===== config.mk =====
export PLATFORM = sky130hd
export DESIGN_NAME = lasm_alarm
export DESIGN_NICKNAME = d
export VERILOG_FILES = /design/src/design/lasm_pkg.sv /design/src/design/lasm_alarm.sv
export VERILOG_INCLUDE_DIRS = /design/src /design/src/design
export SDC_FILE = /design/constraint.sdc
export NUM_CORES = 1
export LEC_CHECK = 0
export ABC_AREA = 1
export BUFFER_PORTS_ARGS = -buffer_cell sky130_fd_sc_hd__buf_2
export CORE_ASPECT_RATIO = 1.1
export CORE_MARGIN = 2
export CORE_UTILIZATION = 46
export CTS_CLUSTER_DIAMETER = 30
export DETAILED_ROUTE_END_ITERATION = 10
export PLACE_DENSITY_LB_ADDON = 0.2
export SLEW_MARGIN = 20
export SYNTH_ARGS = -nofsm -noshare
export SYNTH_HDL_FRONTEND = slang
export SYNTH_SLANG_ARGS = --single-unit

===== constraint.sdc =====
create_clock -name REF_CLK_I -period 1.25 [get_ports REF_CLK_I]
set_clock_uncertainty 0.15 [all_clocks]
set_input_delay 0.25 -clock REF_CLK_I [delete_from_list [all_inputs] [get_ports REF_CLK_I]]
set_output_delay 0.25 -clock REF_CLK_I [all_outputs]
set_load 0.03 [all_outputs]

===== src/design/lasm_defs.svh =====
`ifndef LASM_DEFS_SVH
`define LASM_DEFS_SVH
// ****************************************************************
// Register offsets
// ****************************************************************
`define LASM_ADDR_W 12
`define LASM_OFS_ALARM 12'h2C0
`define LASM_OFS_STATUS 12'h2C1
`define LASM_OFS_MASK 12'h2C2
`define LASM_OFS_LANE 12'h2C4
// ****************************************************************
// Field positions
// ****************************************************************
`define LASM_BIT_CLK 0
`define LASM_BIT_RSV1 1
`define LASM_BIT_REALIGN 2
`define LASM_BIT_LINK 3
`define LASM_BIT_PLL 4
`define LASM_BIT_FIFO 5
// ****************************************************************
// Reset values and status write mask
// ****************************************************************
`define LASM_RST_STATUS 8'h3F
`define LASM_RST_MASK 8'h3F
`define LASM_RST_LANE 8'hFF
`define LASM_STATUS_WMASK 8'h3F
`endif


===== src/design/lasm_pkg.sv =====
package lasm_pkg;
    typedef enum logic [1:0] {
        LASM_ENC_8B10B = 2'b00,
        LASM_ENC_64B66B = 2'b01
    } lasm_enc_e;

    typedef struct packed {
        logic pll_locked;
        logic link_enable;
        logic data_transfer_state;
        logic link_realign;
        logic clock_realign;
        logic divider_mismatch;
    } lasm_evt_s;

    typedef struct packed {
        logic [7:0] alarm_status_flags_reg;
        logic [7:0] alarm_mask_reg;
        logic [7:0] lane_fifo_alarm_flags_reg;
        logic [7:0] rdata_reg;
        logic link_en_d_reg;
    } lasm_state_s;
endpackage


===== src/design/lasm_alarm.sv =====
`timescale 1ns/1ps
`include "lasm_defs.svh"
// Notes on behaviour
// - PLL unlock sets status bit 4
// - 8B/10B: enabled link not in data sets bit 3
// - 64B/66B: startup or realignment sets bit 3
// - SYSREF clock realignment sets bit 2
// - AB/CD divider mismatch sets bit 0
// - Status flags sticky, write one clears
// - Reset sets all status flags
// - Mask bit one removes flag from aggregate
// - Per-lane FIFO vector set on overflow/underflow
// - Lane bit write-one clears, sets again if persisting
// - Clearing FIFO flag clears whole lane vector
// - Mask resets 0x3F, lane vector 0xFF
// - Aggregate alarm bit reads unmasked set flags
// - Any active lane FIFO error sets bit 5
// - Aggregate routable onto calibration status pin
module lasm_alarm #(
    parameter int LANES = 8
) (
    input wire logic REF_CLK_I,
    input wire logic NRST_I,
    input wire logic CLK_EN_I,
    input wire logic SOFT_RST_I,
    input wire logic [`LASM_ADDR_W-1:0] REG_ADDR_I,
    input wire logic REG_WR_I,
    input wire logic REG_RD_I,
    input wire logic [7:0] REG_WDATA_I,
    output logic [7:0] REG_RDATA_O,
    input wire lasm_pkg::lasm_enc_e ENC_MODE_I,
    input wire lasm_pkg::lasm_evt_s EVT_I,
    input wire logic [LANES-1:0] LANE_ACTIVE_I,
    input wire logic [LANES-1:0] LANE_FIFO_ERR_I,
    input wire logic CAL_STATUS_SEL_I,
    input wire logic CAL_DONE_I,
    output logic ALARM_O,
    output logic CAL_STATUS_PIN_O
);
    // ****************************************************************
    // Parameter check
    // ****************************************************************
    // The lane flag register is one byte wide
    if (LANES != 8) begin : g_lanes_check
        $error("LANES must be 8 to fit the lane flag register");
    end

    // ****************************************************************
    // State
    // ****************************************************************
    lasm_pkg::lasm_state_s st_reg;
    lasm_pkg::lasm_state_s st_next;
    logic [7:0] status_set;
    logic [7:0] lane_set;
    logic [7:0] status_clr;
    logic [7:0] lane_clr;
    logic wr_status;
    logic wr_lane;
    logic link_cond;
    logic alarm;

    // ****************************************************************
    // Set conditions
    // ****************************************************************
    // 8B/10B watches the link state; 64B/66B has no data state to watch
    always_comb begin
        if (ENC_MODE_I == lasm_pkg::LASM_ENC_8B10B) begin
            link_cond = EVT_I.link_enable && !EVT_I.data_transfer_state;
        end else begin
            // Startup is the rising edge of the enable
            link_cond = (EVT_I.link_enable && !st_reg.link_en_d_reg)
                || EVT_I.link_realign;
        end
    end

    always_comb begin
        status_set = 8'h00;
        status_set[`LASM_BIT_PLL] = !EVT_I.pll_locked;
        status_set[`LASM_BIT_LINK] = link_cond;
        status_set[`LASM_BIT_REALIGN] = EVT_I.clock_realign;
        status_set[`LASM_BIT_CLK] = EVT_I.divider_mismatch;
        status_set[`LASM_BIT_FIFO] = |(LANE_FIFO_ERR_I & LANE_ACTIVE_I);
    end

    generate
        for (genvar i = 0; i < LANES; i++) begin : g_lane
            assign lane_set[i] = LANE_FIFO_ERR_I[i];
            a_lane_bit_set: assert property (
                @(posedge REF_CLK_I) disable iff (!NRST_I)
                (CLK_EN_I && LANE_FIFO_ERR_I[i]) |=> st_reg.lane_fifo_alarm_flags_reg[i])
                else $error("lane bit not set");
        end
    endgenerate

    // ****************************************************************
    // Register access
    // ****************************************************************
    assign wr_status = REG_WR_I && (REG_ADDR_I == `LASM_OFS_STATUS);
    assign wr_lane = REG_WR_I && (REG_ADDR_I == `LASM_OFS_LANE);
    assign status_clr = wr_status ? (REG_WDATA_I & `LASM_STATUS_WMASK) : 8'h00;
    always_comb begin
        lane_clr = wr_lane ? REG_WDATA_I : 8'h00;
        if (wr_status && REG_WDATA_I[`LASM_BIT_FIFO]) begin
            lane_clr = 8'hFF;
        end
    end

    assign alarm = |(st_reg.alarm_status_flags_reg & ~st_reg.alarm_mask_reg
                     & `LASM_STATUS_WMASK);

    always_comb begin
        st_next = st_reg;
        // Enable history for the 64B/66B startup edge
        st_next.link_en_d_reg = EVT_I.link_enable;
        if (SOFT_RST_I) begin
            st_next.alarm_status_flags_reg = `LASM_RST_STATUS;
            st_next.alarm_mask_reg = `LASM_RST_MASK;
            st_next.lane_fifo_alarm_flags_reg = `LASM_RST_LANE;
        end else begin
            // Set has priority over a same-cycle clear
            st_next.alarm_status_flags_reg = ((st_reg.alarm_status_flags_reg & ~status_clr)
                | status_set) & `LASM_STATUS_WMASK;
            st_next.lane_fifo_alarm_flags_reg = (st_reg.lane_fifo_alarm_flags_reg & ~lane_clr)
                | lane_set;
            if (REG_WR_I && (REG_ADDR_I == `LASM_OFS_MASK)) begin
                st_next.alarm_mask_reg = REG_WDATA_I;
            end
        end
        if (REG_RD_I) begin
            case (REG_ADDR_I)
                `LASM_OFS_ALARM: st_next.rdata_reg = {7'h00, alarm};
                `LASM_OFS_STATUS: st_next.rdata_reg = st_reg.alarm_status_flags_reg;
                `LASM_OFS_MASK: st_next.rdata_reg = st_reg.alarm_mask_reg;
                `LASM_OFS_LANE: st_next.rdata_reg = st_reg.lane_fifo_alarm_flags_reg;
                default: st_next.rdata_reg = 8'h00;
            endcase
        end
    end

    always_ff @(posedge REF_CLK_I or negedge NRST_I) begin
        if (!NRST_I) begin
            st_reg.alarm_status_flags_reg <= `LASM_RST_STATUS;
            st_reg.alarm_mask_reg <= `LASM_RST_MASK;
            st_reg.lane_fifo_alarm_flags_reg <= `LASM_RST_LANE;
            st_reg.rdata_reg <= 8'h00;
            st_reg.link_en_d_reg <= 1'h0;
        end else if (CLK_EN_I) begin
            st_reg <= st_next;
        end
    end

    // ****************************************************************
    // Outputs
    // ****************************************************************
    assign REG_RDATA_O = st_reg.rdata_reg;
    assign ALARM_O = alarm;
    assign CAL_STATUS_PIN_O = CAL_STATUS_SEL_I ? alarm : CAL_DONE_I;

    // ****************************************************************
    // Assertions
    // ****************************************************************
    a_pll_sets: assert property (@(posedge REF_CLK_I) disable iff (!NRST_I)
        (CLK_EN_I && !EVT_I.pll_locked) |=> st_reg.alarm_status_flags_reg[4])
        else $error("pll flag not set");
    a_realign_sets: assert property (@(posedge REF_CLK_I) disable iff (!NRST_I)
        (CLK_EN_I && EVT_I.clock_realign) |=> st_reg.alarm_status_flags_reg[2])
        else $error("realign flag not set");
    a_clk_sets: assert property (@(posedge REF_CLK_I) disable iff (!NRST_I)
        (CLK_EN_I && EVT_I.divider_mismatch) |=> st_reg.alarm_status_flags_reg[0])
        else $error("clock flag not set");
    a_link_8b: assert property (@(posedge REF_CLK_I) disable iff (!NRST_I)
        (CLK_EN_I && ENC_MODE_I == lasm_pkg::LASM_ENC_8B10B && EVT_I.link_enable
         && !EVT_I.data_transfer_state) |=> st_reg.alarm_status_flags_reg[3])
        else $error("link flag not set in 8b10b");
    a_status_clear: assert property (@(posedge REF_CLK_I) disable iff (!NRST_I)
        (CLK_EN_I && !SOFT_RST_I && wr_status && REG_WDATA_I[2] && !EVT_I.clock_realign)
        |=> !st_reg.alarm_status_flags_reg[2])
        else $error("status clear failed");
    a_lane_set: assert property (@(posedge REF_CLK_I) disable iff (!NRST_I)
        (CLK_EN_I && LANE_FIFO_ERR_I[0]) |=> st_reg.lane_fifo_alarm_flags_reg[0])
        else $error("lane flag not set");
    a_fifo_clr_all: assert property (@(posedge REF_CLK_I) disable iff (!NRST_I)
        (CLK_EN_I && !SOFT_RST_I && wr_status && REG_WDATA_I[5] && LANE_FIFO_ERR_I == '0)
        |=> st_reg.lane_fifo_alarm_flags_reg == 8'h00)
        else $error("lane vector not cleared");
    a_fifo_sets: assert property (@(posedge REF_CLK_I) disable iff (!NRST_I)
        (CLK_EN_I && |(LANE_FIFO_ERR_I & LANE_ACTIVE_I)) |=> st_reg.alarm_status_flags_reg[5])
        else $error("fifo flag not set");
    a_aggregate: assert property (@(posedge REF_CLK_I) disable iff (!NRST_I)
        (|(st_reg.alarm_status_flags_reg[5:2] & ~st_reg.alarm_mask_reg[5:2])
         || (st_reg.alarm_status_flags_reg[0] && !st_reg.alarm_mask_reg[0])) |-> ALARM_O)
        else $error("aggregate wrong");
    a_soft_reset: assert property (@(posedge REF_CLK_I) disable iff (!NRST_I)
        (CLK_EN_I && SOFT_RST_I) |=> (st_reg.alarm_status_flags_reg == 8'h3F
         && st_reg.alarm_mask_reg == 8'h3F && st_reg.lane_fifo_alarm_flags_reg == 8'hFF))
        else $error("soft reset values wrong");

    // ****************************************************************
    // Link flag checks
    // ****************************************************************
    a_link_startup: assert property (@(posedge REF_CLK_I) disable iff (!NRST_I)
        (CLK_EN_I && ENC_MODE_I == lasm_pkg::LASM_ENC_64B66B && EVT_I.link_enable
         && !st_reg.link_en_d_reg) |=> st_reg.alarm_status_flags_reg[3])
        else $error("link flag not set at startup");
    a_link_realign: assert property (@(posedge REF_CLK_I) disable iff (!NRST_I)
        (CLK_EN_I && ENC_MODE_I == lasm_pkg::LASM_ENC_64B66B && EVT_I.link_realign)
        |=> st_reg.alarm_status_flags_reg[3])
        else $error("link flag not set on realignment");
    // A clear must stick when no link condition holds
    a_link_clr_8b: assert property (@(posedge REF_CLK_I) disable iff (!NRST_I)
        (CLK_EN_I && !SOFT_RST_I && ENC_MODE_I == lasm_pkg::LASM_ENC_8B10B && wr_status
         && REG_WDATA_I[3] && (!EVT_I.link_enable || EVT_I.data_transfer_state))
        |=> !st_reg.alarm_status_flags_reg[3])
        else $error("link flag stuck in 8b10b");
    a_link_clr_64b: assert property (@(posedge REF_CLK_I) disable iff (!NRST_I)
        (CLK_EN_I && !SOFT_RST_I && ENC_MODE_I == lasm_pkg::LASM_ENC_64B66B && wr_status
         && REG_WDATA_I[3] && !EVT_I.link_realign
         && !(EVT_I.link_enable && !st_reg.link_en_d_reg))
        |=> !st_reg.alarm_status_flags_reg[3])
        else $error("link flag stuck in 64b66b");

    // ****************************************************************
    // Clear, sticky and priority checks
    // ****************************************************************
    a_pll_clear: assert property (@(posedge REF_CLK_I) disable iff (!NRST_I)
        (CLK_EN_I && !SOFT_RST_I && wr_status && REG_WDATA_I[4] && EVT_I.pll_locked)
        |=> !st_reg.alarm_status_flags_reg[4])
        else $error("pll flag clear failed");
    a_clk_clear: assert property (@(posedge REF_CLK_I) disable iff (!NRST_I)
        (CLK_EN_I && !SOFT_RST_I && wr_status && REG_WDATA_I[0] && !EVT_I.divider_mismatch)
        |=> !st_reg.alarm_status_flags_reg[0])
        else $error("clock flag clear failed");
    a_fifo_clear: assert property (@(posedge REF_CLK_I) disable iff (!NRST_I)
        (CLK_EN_I && !SOFT_RST_I && wr_status && REG_WDATA_I[5]
         && !(|(LANE_FIFO_ERR_I & LANE_ACTIVE_I))) |=> !st_reg.alarm_status_flags_reg[5])
        else $error("fifo flag clear failed");
    // Without a write the flag has no way back to zero
    a_status_sticky: assert property (@(posedge REF_CLK_I) disable iff (!NRST_I)
        (CLK_EN_I && !SOFT_RST_I && !wr_status && st_reg.alarm_status_flags_reg[2])
        |=> st_reg.alarm_status_flags_reg[2])
        else $error("realign flag dropped without a write");
    a_lane_sticky: assert property (@(posedge REF_CLK_I) disable iff (!NRST_I)
        (CLK_EN_I && !SOFT_RST_I && !wr_lane && !wr_status
         && st_reg.lane_fifo_alarm_flags_reg[7]) |=> st_reg.lane_fifo_alarm_flags_reg[7])
        else $error("lane flag dropped without a write");
    a_lane_clear: assert property (@(posedge REF_CLK_I) disable iff (!NRST_I)
        (CLK_EN_I && !SOFT_RST_I && wr_lane && REG_WDATA_I[0] && !LANE_FIFO_ERR_I[0])
        |=> !st_reg.lane_fifo_alarm_flags_reg[0])
        else $error("lane clear failed");
    a_lane_set_wins: assert property (@(posedge REF_CLK_I) disable iff (!NRST_I)
        (CLK_EN_I && wr_lane && REG_WDATA_I[7] && LANE_FIFO_ERR_I[7])
        |=> st_reg.lane_fifo_alarm_flags_reg[7])
        else $error("lane clear beat a persisting error");
    a_status_set_wins: assert property (@(posedge REF_CLK_I) disable iff (!NRST_I)
        (CLK_EN_I && wr_status && REG_WDATA_I[4] && !EVT_I.pll_locked)
        |=> st_reg.alarm_status_flags_reg[4])
        else $error("status clear beat a set condition");

    // ****************************************************************
    // Mask, aggregate and pin checks
    // ****************************************************************
    a_mask_write: assert property (@(posedge REF_CLK_I) disable iff (!NRST_I)
        (CLK_EN_I && !SOFT_RST_I && REG_WR_I && REG_ADDR_I == `LASM_OFS_MASK)
        |=> st_reg.alarm_mask_reg == $past(REG_WDATA_I))
        else $error("mask write lost");
    a_mask_silences: assert property (@(posedge REF_CLK_I) disable iff (!NRST_I)
        (st_reg.alarm_mask_reg[5:0] == 6'h3F) |-> !ALARM_O)
        else $error("alarm raised with every flag masked");
    a_pin_alarm: assert property (@(posedge REF_CLK_I) disable iff (!NRST_I)
        CAL_STATUS_SEL_I |-> (CAL_STATUS_PIN_O == ALARM_O))
        else $error("alarm not routed to pin");
    a_pin_done: assert property (@(posedge REF_CLK_I) disable iff (!NRST_I)
        !CAL_STATUS_SEL_I |-> (CAL_STATUS_PIN_O == CAL_DONE_I))
        else $error("calibration done not routed to pin");

    // ****************************************************************
    // Read path and clock enable checks
    // ****************************************************************
    a_read_alarm: assert property (@(posedge REF_CLK_I) disable iff (!NRST_I)
        (CLK_EN_I && REG_RD_I && REG_ADDR_I == `LASM_OFS_ALARM)
        |=> REG_RDATA_O == {7'h00, $past(ALARM_O)})
        else $error("aggregate read wrong");
    a_read_status: assert property (@(posedge REF_CLK_I) disable iff (!NRST_I)
        (CLK_EN_I && REG_RD_I && REG_ADDR_I == `LASM_OFS_STATUS)
        |=> REG_RDATA_O == $past(st_reg.alarm_status_flags_reg))
        else $error("status read wrong");
    a_read_mask: assert property (@(posedge REF_CLK_I) disable iff (!NRST_I)
        (CLK_EN_I && REG_RD_I && REG_ADDR_I == `LASM_OFS_MASK)
        |=> REG_RDATA_O == $past(st_reg.alarm_mask_reg))
        else $error("mask read wrong");
    a_read_lane: assert property (@(posedge REF_CLK_I) disable iff (!NRST_I)
        (CLK_EN_I && REG_RD_I && REG_ADDR_I == `LASM_OFS_LANE)
        |=> REG_RDATA_O == $past(st_reg.lane_fifo_alarm_flags_reg))
        else $error("lane read wrong");
    a_read_hold: assert property (@(posedge REF_CLK_I) disable iff (!NRST_I)
        !(CLK_EN_I && REG_RD_I) |=> $stable(REG_RDATA_O))
        else $error("read data changed without a read");
    a_freeze: assert property (@(posedge REF_CLK_I) disable iff (!NRST_I)
        !CLK_EN_I |=> $stable(st_reg))
        else $error("state moved while the clock enable was low");

    // ****************************************************************
    // Coverage
    // ****************************************************************
    c_link_startup: cover property (@(posedge REF_CLK_I) disable iff (!NRST_I)
        ENC_MODE_I == lasm_pkg::LASM_ENC_64B66B && EVT_I.link_enable && !st_reg.link_en_d_reg);
    c_soft_reset: cover property (@(posedge REF_CLK_I) disable iff (!NRST_I)
        CLK_EN_I && SOFT_RST_I);
    c_alarm_fires: cover property (@(posedge REF_CLK_I) disable iff (!NRST_I) $rose(ALARM_O));
    c_lane_clear: cover property (@(posedge REF_CLK_I) disable iff (!NRST_I)
        wr_lane ##1 st_reg.lane_fifo_alarm_flags_reg == 8'h00);
    c_set_vs_clr: cover property (@(posedge REF_CLK_I) disable iff (!NRST_I)
        wr_status && REG_WDATA_I[4] && !EVT_I.pll_locked);
endmodule // lasm_alarm


### Yosys cells after proc, flatten, opt, wreduce, memory -nomap -nowiden

Cells that the tools add are included.

| storage, ports and cells | value |
|---|---|
| bits in registers | 31 |
| output and inout bits | 10 |
| logic and storage cells | 42 |

| cells by class | value |
|---|---|
| mux-type cells | 8 |
| bitwise gates (word level) | 9 |
| equality and inequality tests | 4 |
| reduce and logical (&&, ||, !) cells | 16 |

Operators by type and width:

| operator | count |
|---|---|
| 12-bit by 10-bit equality test with 1-bit output, second input constant | 4 |
| 8-bit one-hot mux with 4 select lines | 1 |
| 8-bit two-way mux | 3 |
| 22-bit two-way mux | 1 |
| 8-bit AND | 2 |
| 6-bit AND | 2 |
| 6-bit inverter | 2 |
| 8-bit inverter | 1 |
| 8-bit bitwise OR | 1 |
| 8-bit OR reduction | 1 |
| 1-bit logical AND | 6 |
| 6-bit two-way mux | 1 |
| 6-bit bitwise OR | 1 |
| 6-bit OR reduction | 1 |
| 2-bit AND reduction | 2 |
| 1-bit zero test | 3 |
| 2-bit zero test | 1 |
| 1-bit two-way mux | 2 |
| 2-bit nonzero test | 1 |
| 1-bit logical OR | 1 |

### Logic depth before layout (Yosys ltp)

| depth | value |
|---|---|
| word-level depth | 8 |
| gate-level depth with buffers | 10 |

### Worst setup path after synthesis

OpenSTA, ideal clock, no wires.

| path | value |
|---|---|
| path type | reg-to-output |
| start | register st_reg[25] (netlist bit) |
| end | output port CAL_STATUS_PIN_O |
| data required time | 0.850 ns |
| stages on the path, launching flop included | 5 |
| arrival | 1.177 ns |
| slack | -0.327 ns |
| cells stage by stage | dfstp_2 > nand2_1 > nand3_1 > nor2_1 > a21oi_1 |

| between the ends | value |
|---|---|
| word-level cells in the longest chain between the ends | 3 |

Ends and longest elaborated chain:

| what | RTL line | text |
|---|---|---|
| start: declaration | lasm_alarm.sv:51 | `lasm_pkg::lasm_state_s st_reg;` |
| start signal: assignment | lasm_alarm.sv:148 | `st_reg <= st_next;` |
| 6-bit AND | lasm_alarm.sv:108 | `assign alarm = \|(st_reg.alarm_status_flags_reg & ~st_reg.alarm_mask_reg` |
| 6-bit OR reduction | lasm_alarm.sv:108 |  |
| 1-bit two-way mux | lasm_alarm.sv:157 | `assign CAL_STATUS_PIN_O = CAL_STATUS_SEL_I ? alarm : CAL_DONE_I;` |
| end: declaration | lasm_alarm.sv:38 | `output logic CAL_STATUS_PIN_O` |

No other way between the ends.

### Worst setup path after layout

| path | value |
|---|---|
| start | register st_reg[22] (netlist bit) |
| end | output port CAL_STATUS_PIN_O |

| between the ends | value |
|---|---|
| word-level cells in the longest chain between the ends | 4 |

Ends and longest elaborated chain:

| what | RTL line |
|---|---|
| 6-bit inverter | lasm_alarm.sv:108 |
| 6-bit AND | lasm_alarm.sv:108 |
| 6-bit OR reduction | lasm_alarm.sv:108 |
| 1-bit two-way mux | lasm_alarm.sv:157 |

No other way between the ends.

==> results.yml <==
critical_path:
  crit_path_end_kind: "output pin"
  path_class: "flop to output pin"
  critPathMaxStageDelay_ns: 0.55
  cp-startpoint: "st_reg[22]$_DFFE_PN1P_"
  cp.arrival_ns: 1.42
  path_cells: "inv_2, nand2_2, nand3_2, nor2_4, a21oi_4, buf_6"
  start_kind: "flop"
  crit_slowest_cell: "dfstp_2"
  critPathMaxFanout: 3
  worst_ep_required_time_ns: 0.85
  rr_startpoint: "st_reg[22]$_DFFE_PN1P_"
power:
  swShare: 0.265
  clockPowerShare: 0.370
  power_frac_comb: 0.187
  powerDensity_nw_per_um2: 804
  power.leakage_nw: 1.56
  peakVddDrop_v: 0.000618
  p_total_mw: 2.37
  power.internal_mw: 1.74
  p_seq_frac: 0.443
  p_switching_mw: 0.629
place:
  placed_cell_area_sq_um: 2570
  portBuffers: 61
  dp_cells: 412
  dp_hpwl_mm: 4.25
  place_ws_ns: -0.291
  gp_congestion: 0.811
global_routing:
  antenna_found_initial: 0
  grt_max_degree: 32
  grt_pass1_vias: 2131
  grt.total_usage: 0.244
  grt_pass1_wl_mm: 8.86
  grt-ovfl-total: 0
timing:
  max_freq_ghz: 0.550
  fin_crit_sh: 1.45
  setup_violations: 3
  max_slew.worst_pin.slew_ns: 0.208
  fin_crit_ns: 1.82
  grt_setup_unrepaired: "yes"
  final.setup.tns_ns: -1.43
  report.final.hold_viol_count: 0
  slew_violations: 0
  fin_ws_ns: -0.567
  max_slew_margin: 0.861
logic_synthesis:
  synth_warnings: 0
  synth_seq_area_share: 0.407
  yosys.area.top_type: "dfstp_2"
  synth_top_cell_area_share: 0.267
  yosys.cell_types.count: 24
  synth_area_sq_um: 1970
  synth.area.top_cells: "dfstp_2 (27%), nand2_1 (16%), dfrtp_1 (14%)"
  syn_nets: 331
  syn_area_per_cell_sq_um: 7.05
  synthesis.instances: 279
  ys_seq_elements: 31
floorplanning:
  die_area_sq_um: 4810
  fp-row-count: 24
  dieHeight_um: 72.6
  io_pins: 62
  core_sq_um: 4020
  start_util: 0.488
  die_x_um: 66.3
route:
  vias: 2174
  antenna_left: 0
  drt_iter0_markers: 113
  via_per_inst: 5.07
  drc: 0
  firstDrtPassIters: 5
  drt_wl_total_mm: 5.71
  wl_per_cell_um: 13.3
cells_and_area:
  final_design_area_no_fill_sq_um: 2950
  largest_register_ffs: 23
  area_growth_pct: 50.1
  final_common_cell: "nand2_1"
  fillCellCount: 344
  antenna_cells: 0
  final_cell_mix: "nand2_1 (75), buf_2 (47), buf_4 (44)"
  nets: 428
  instances_no_fill: 429
  drive_gt1_frac: 0.520
clocking:
  insertion_delay_ns: 0.28
  clk_pin_slew_worst_paths_ns: 0.07
  clkSinkCount: 31
  clk_path_buf_depth: 2
  h-tree-depth: 2
  tritoncts: "yes"
  cts_root_buf: "clkbuf_8"
  cts_buffers: 5
job:
  maxCapViolCount: 0
hold_path:
  worstHoldPathType: "input pin to flop"
  min_from: "REG_WDATA_I[6]"
status:
  status: "finished with violations"
  violations: "setup timing"
path summary, 6_finish.rpt:
check,end,slack [ns],cells past startpoint
max in group asynchronous,st_reg[26]$_DFFE_PN1P_,0.41,3
min,st_reg[23]$_DFFE_PN0P_,0.03,3
max reg2reg,REG_RDATA_O[0]$_DFFE_PN0P_,-0.33,10
max,CAL_STATUS_PIN_O,-0.57,6
min in group asynchronous,REG_RDATA_O[5]$_DFFE_PN0P_,0.30,3
min reg2reg,st_reg[15]$_DFFE_PN1P_,0.32,2
power groups by stage:
stage	clock, mW	combinational, mW	sequential, mW
finish	0.878	0.443	1.05
global route	0.927	0.490	1.05
CTS	0.895	0.401	1.05
detailed placement	0	0.384	1.06
global placement	0	0.374	1.06
floorplan	0	0.176	1.06
metrics by stage:
| stage | utilization | hold slack [ns] |
|---|---|---|
| floorplan | - | -0.196 |
| global placement | 0.640 | 0.0642 |
| detailed placement | 0.640 | 0.0690 |
| CTS | 0.675 | 0.0232 |
| global route | 0.733 | 0.0466 |
| finish | 0.733 | 0.0316 |
layer usage:
| layer | up-vias | track usage | wire length, um |
|---|---|---|---|
| li1 | 1081 | - | - |
| met3 | 12 | 0.0434 | 258 |
| met4 | 0 | 0.102 | 100 |
| met5 | - | 0 | 0 |
| met1 | 1003 | 0.282 | 2320 |
| met2 | 78 | 0.438 | 3040 |
logic make-up after synthesis:
kind of cell           Yosys count  synth area share
AOI/OAI and AO/OA               35            0.0955
buffers and inverters           49             0.116
DFF                             31             0.407
and+or+nand+nor                164             0.381
layout make-up:
cell class / instances / area [sq um] / share of cell area
clock buffer: 7 / 96.3 / 0.0327
clock inverter: 1 / 7.51 / 0.00254
inverter: 33 / 134 / 0.0454
multi-input combinational: 199 / 1100 / 0.373
sequential: 31 / 801 / 0.271
tap: 52 / 65.1 / 0.0221
timing repair buffer: 106 / 746 / 0.253
repair_timing:
| action | CTS | global route |
|---|---|---|
| endpoints found under the setup margin | 4 | 35 |
| hold endpoints to repair | 31 | 0 |
| gates resized for setup | 6 | 59 |
| pin swaps | 2 | 22 |
| buffers inserted | 1 | 6 |
| hold buffers | 1 | 0 |
| gates cloned | 0 | 1 |
synth_stat cells:
| cell | number |
|---|---|
| nand2_1 | 82 |
| o21ai_0 | 14 |
| nor2_8 | 1 |
| a21oi_2 | 2 |
| o211ai_1 | 1 |
| nor2_4 | 3 |
| inv_1 | 22 |
| nor2_1 | 22 |
| buf_6 | 1 |
| nand3b_1 | 1 |
| buf_2 | 2 |
| buf_4 | 9 |
| inv_2 | 11 |
| a21oi_1 | 5 |
| nor2_2 | 3 |
| clkbuf_1 | 4 |
| o31ai_1 | 1 |
| o21ai_1 | 12 |
| nand2_2 | 6 |
| nand4_1 | 4 |
| nand3_1 | 41 |
| nand2_4 | 1 |
| dfrtp_1 | 11 |
| dfstp_2 | 20 |
worst max-delay path, delay by kind of cell (launching register included):
family,cells,cell delay (ns)
compound gates,1,0.07
buf+inv,2,0.18
flops,1,0.55
simple gates,3,0.34
No activity file was read; power rests on OpenSTA's default activity.
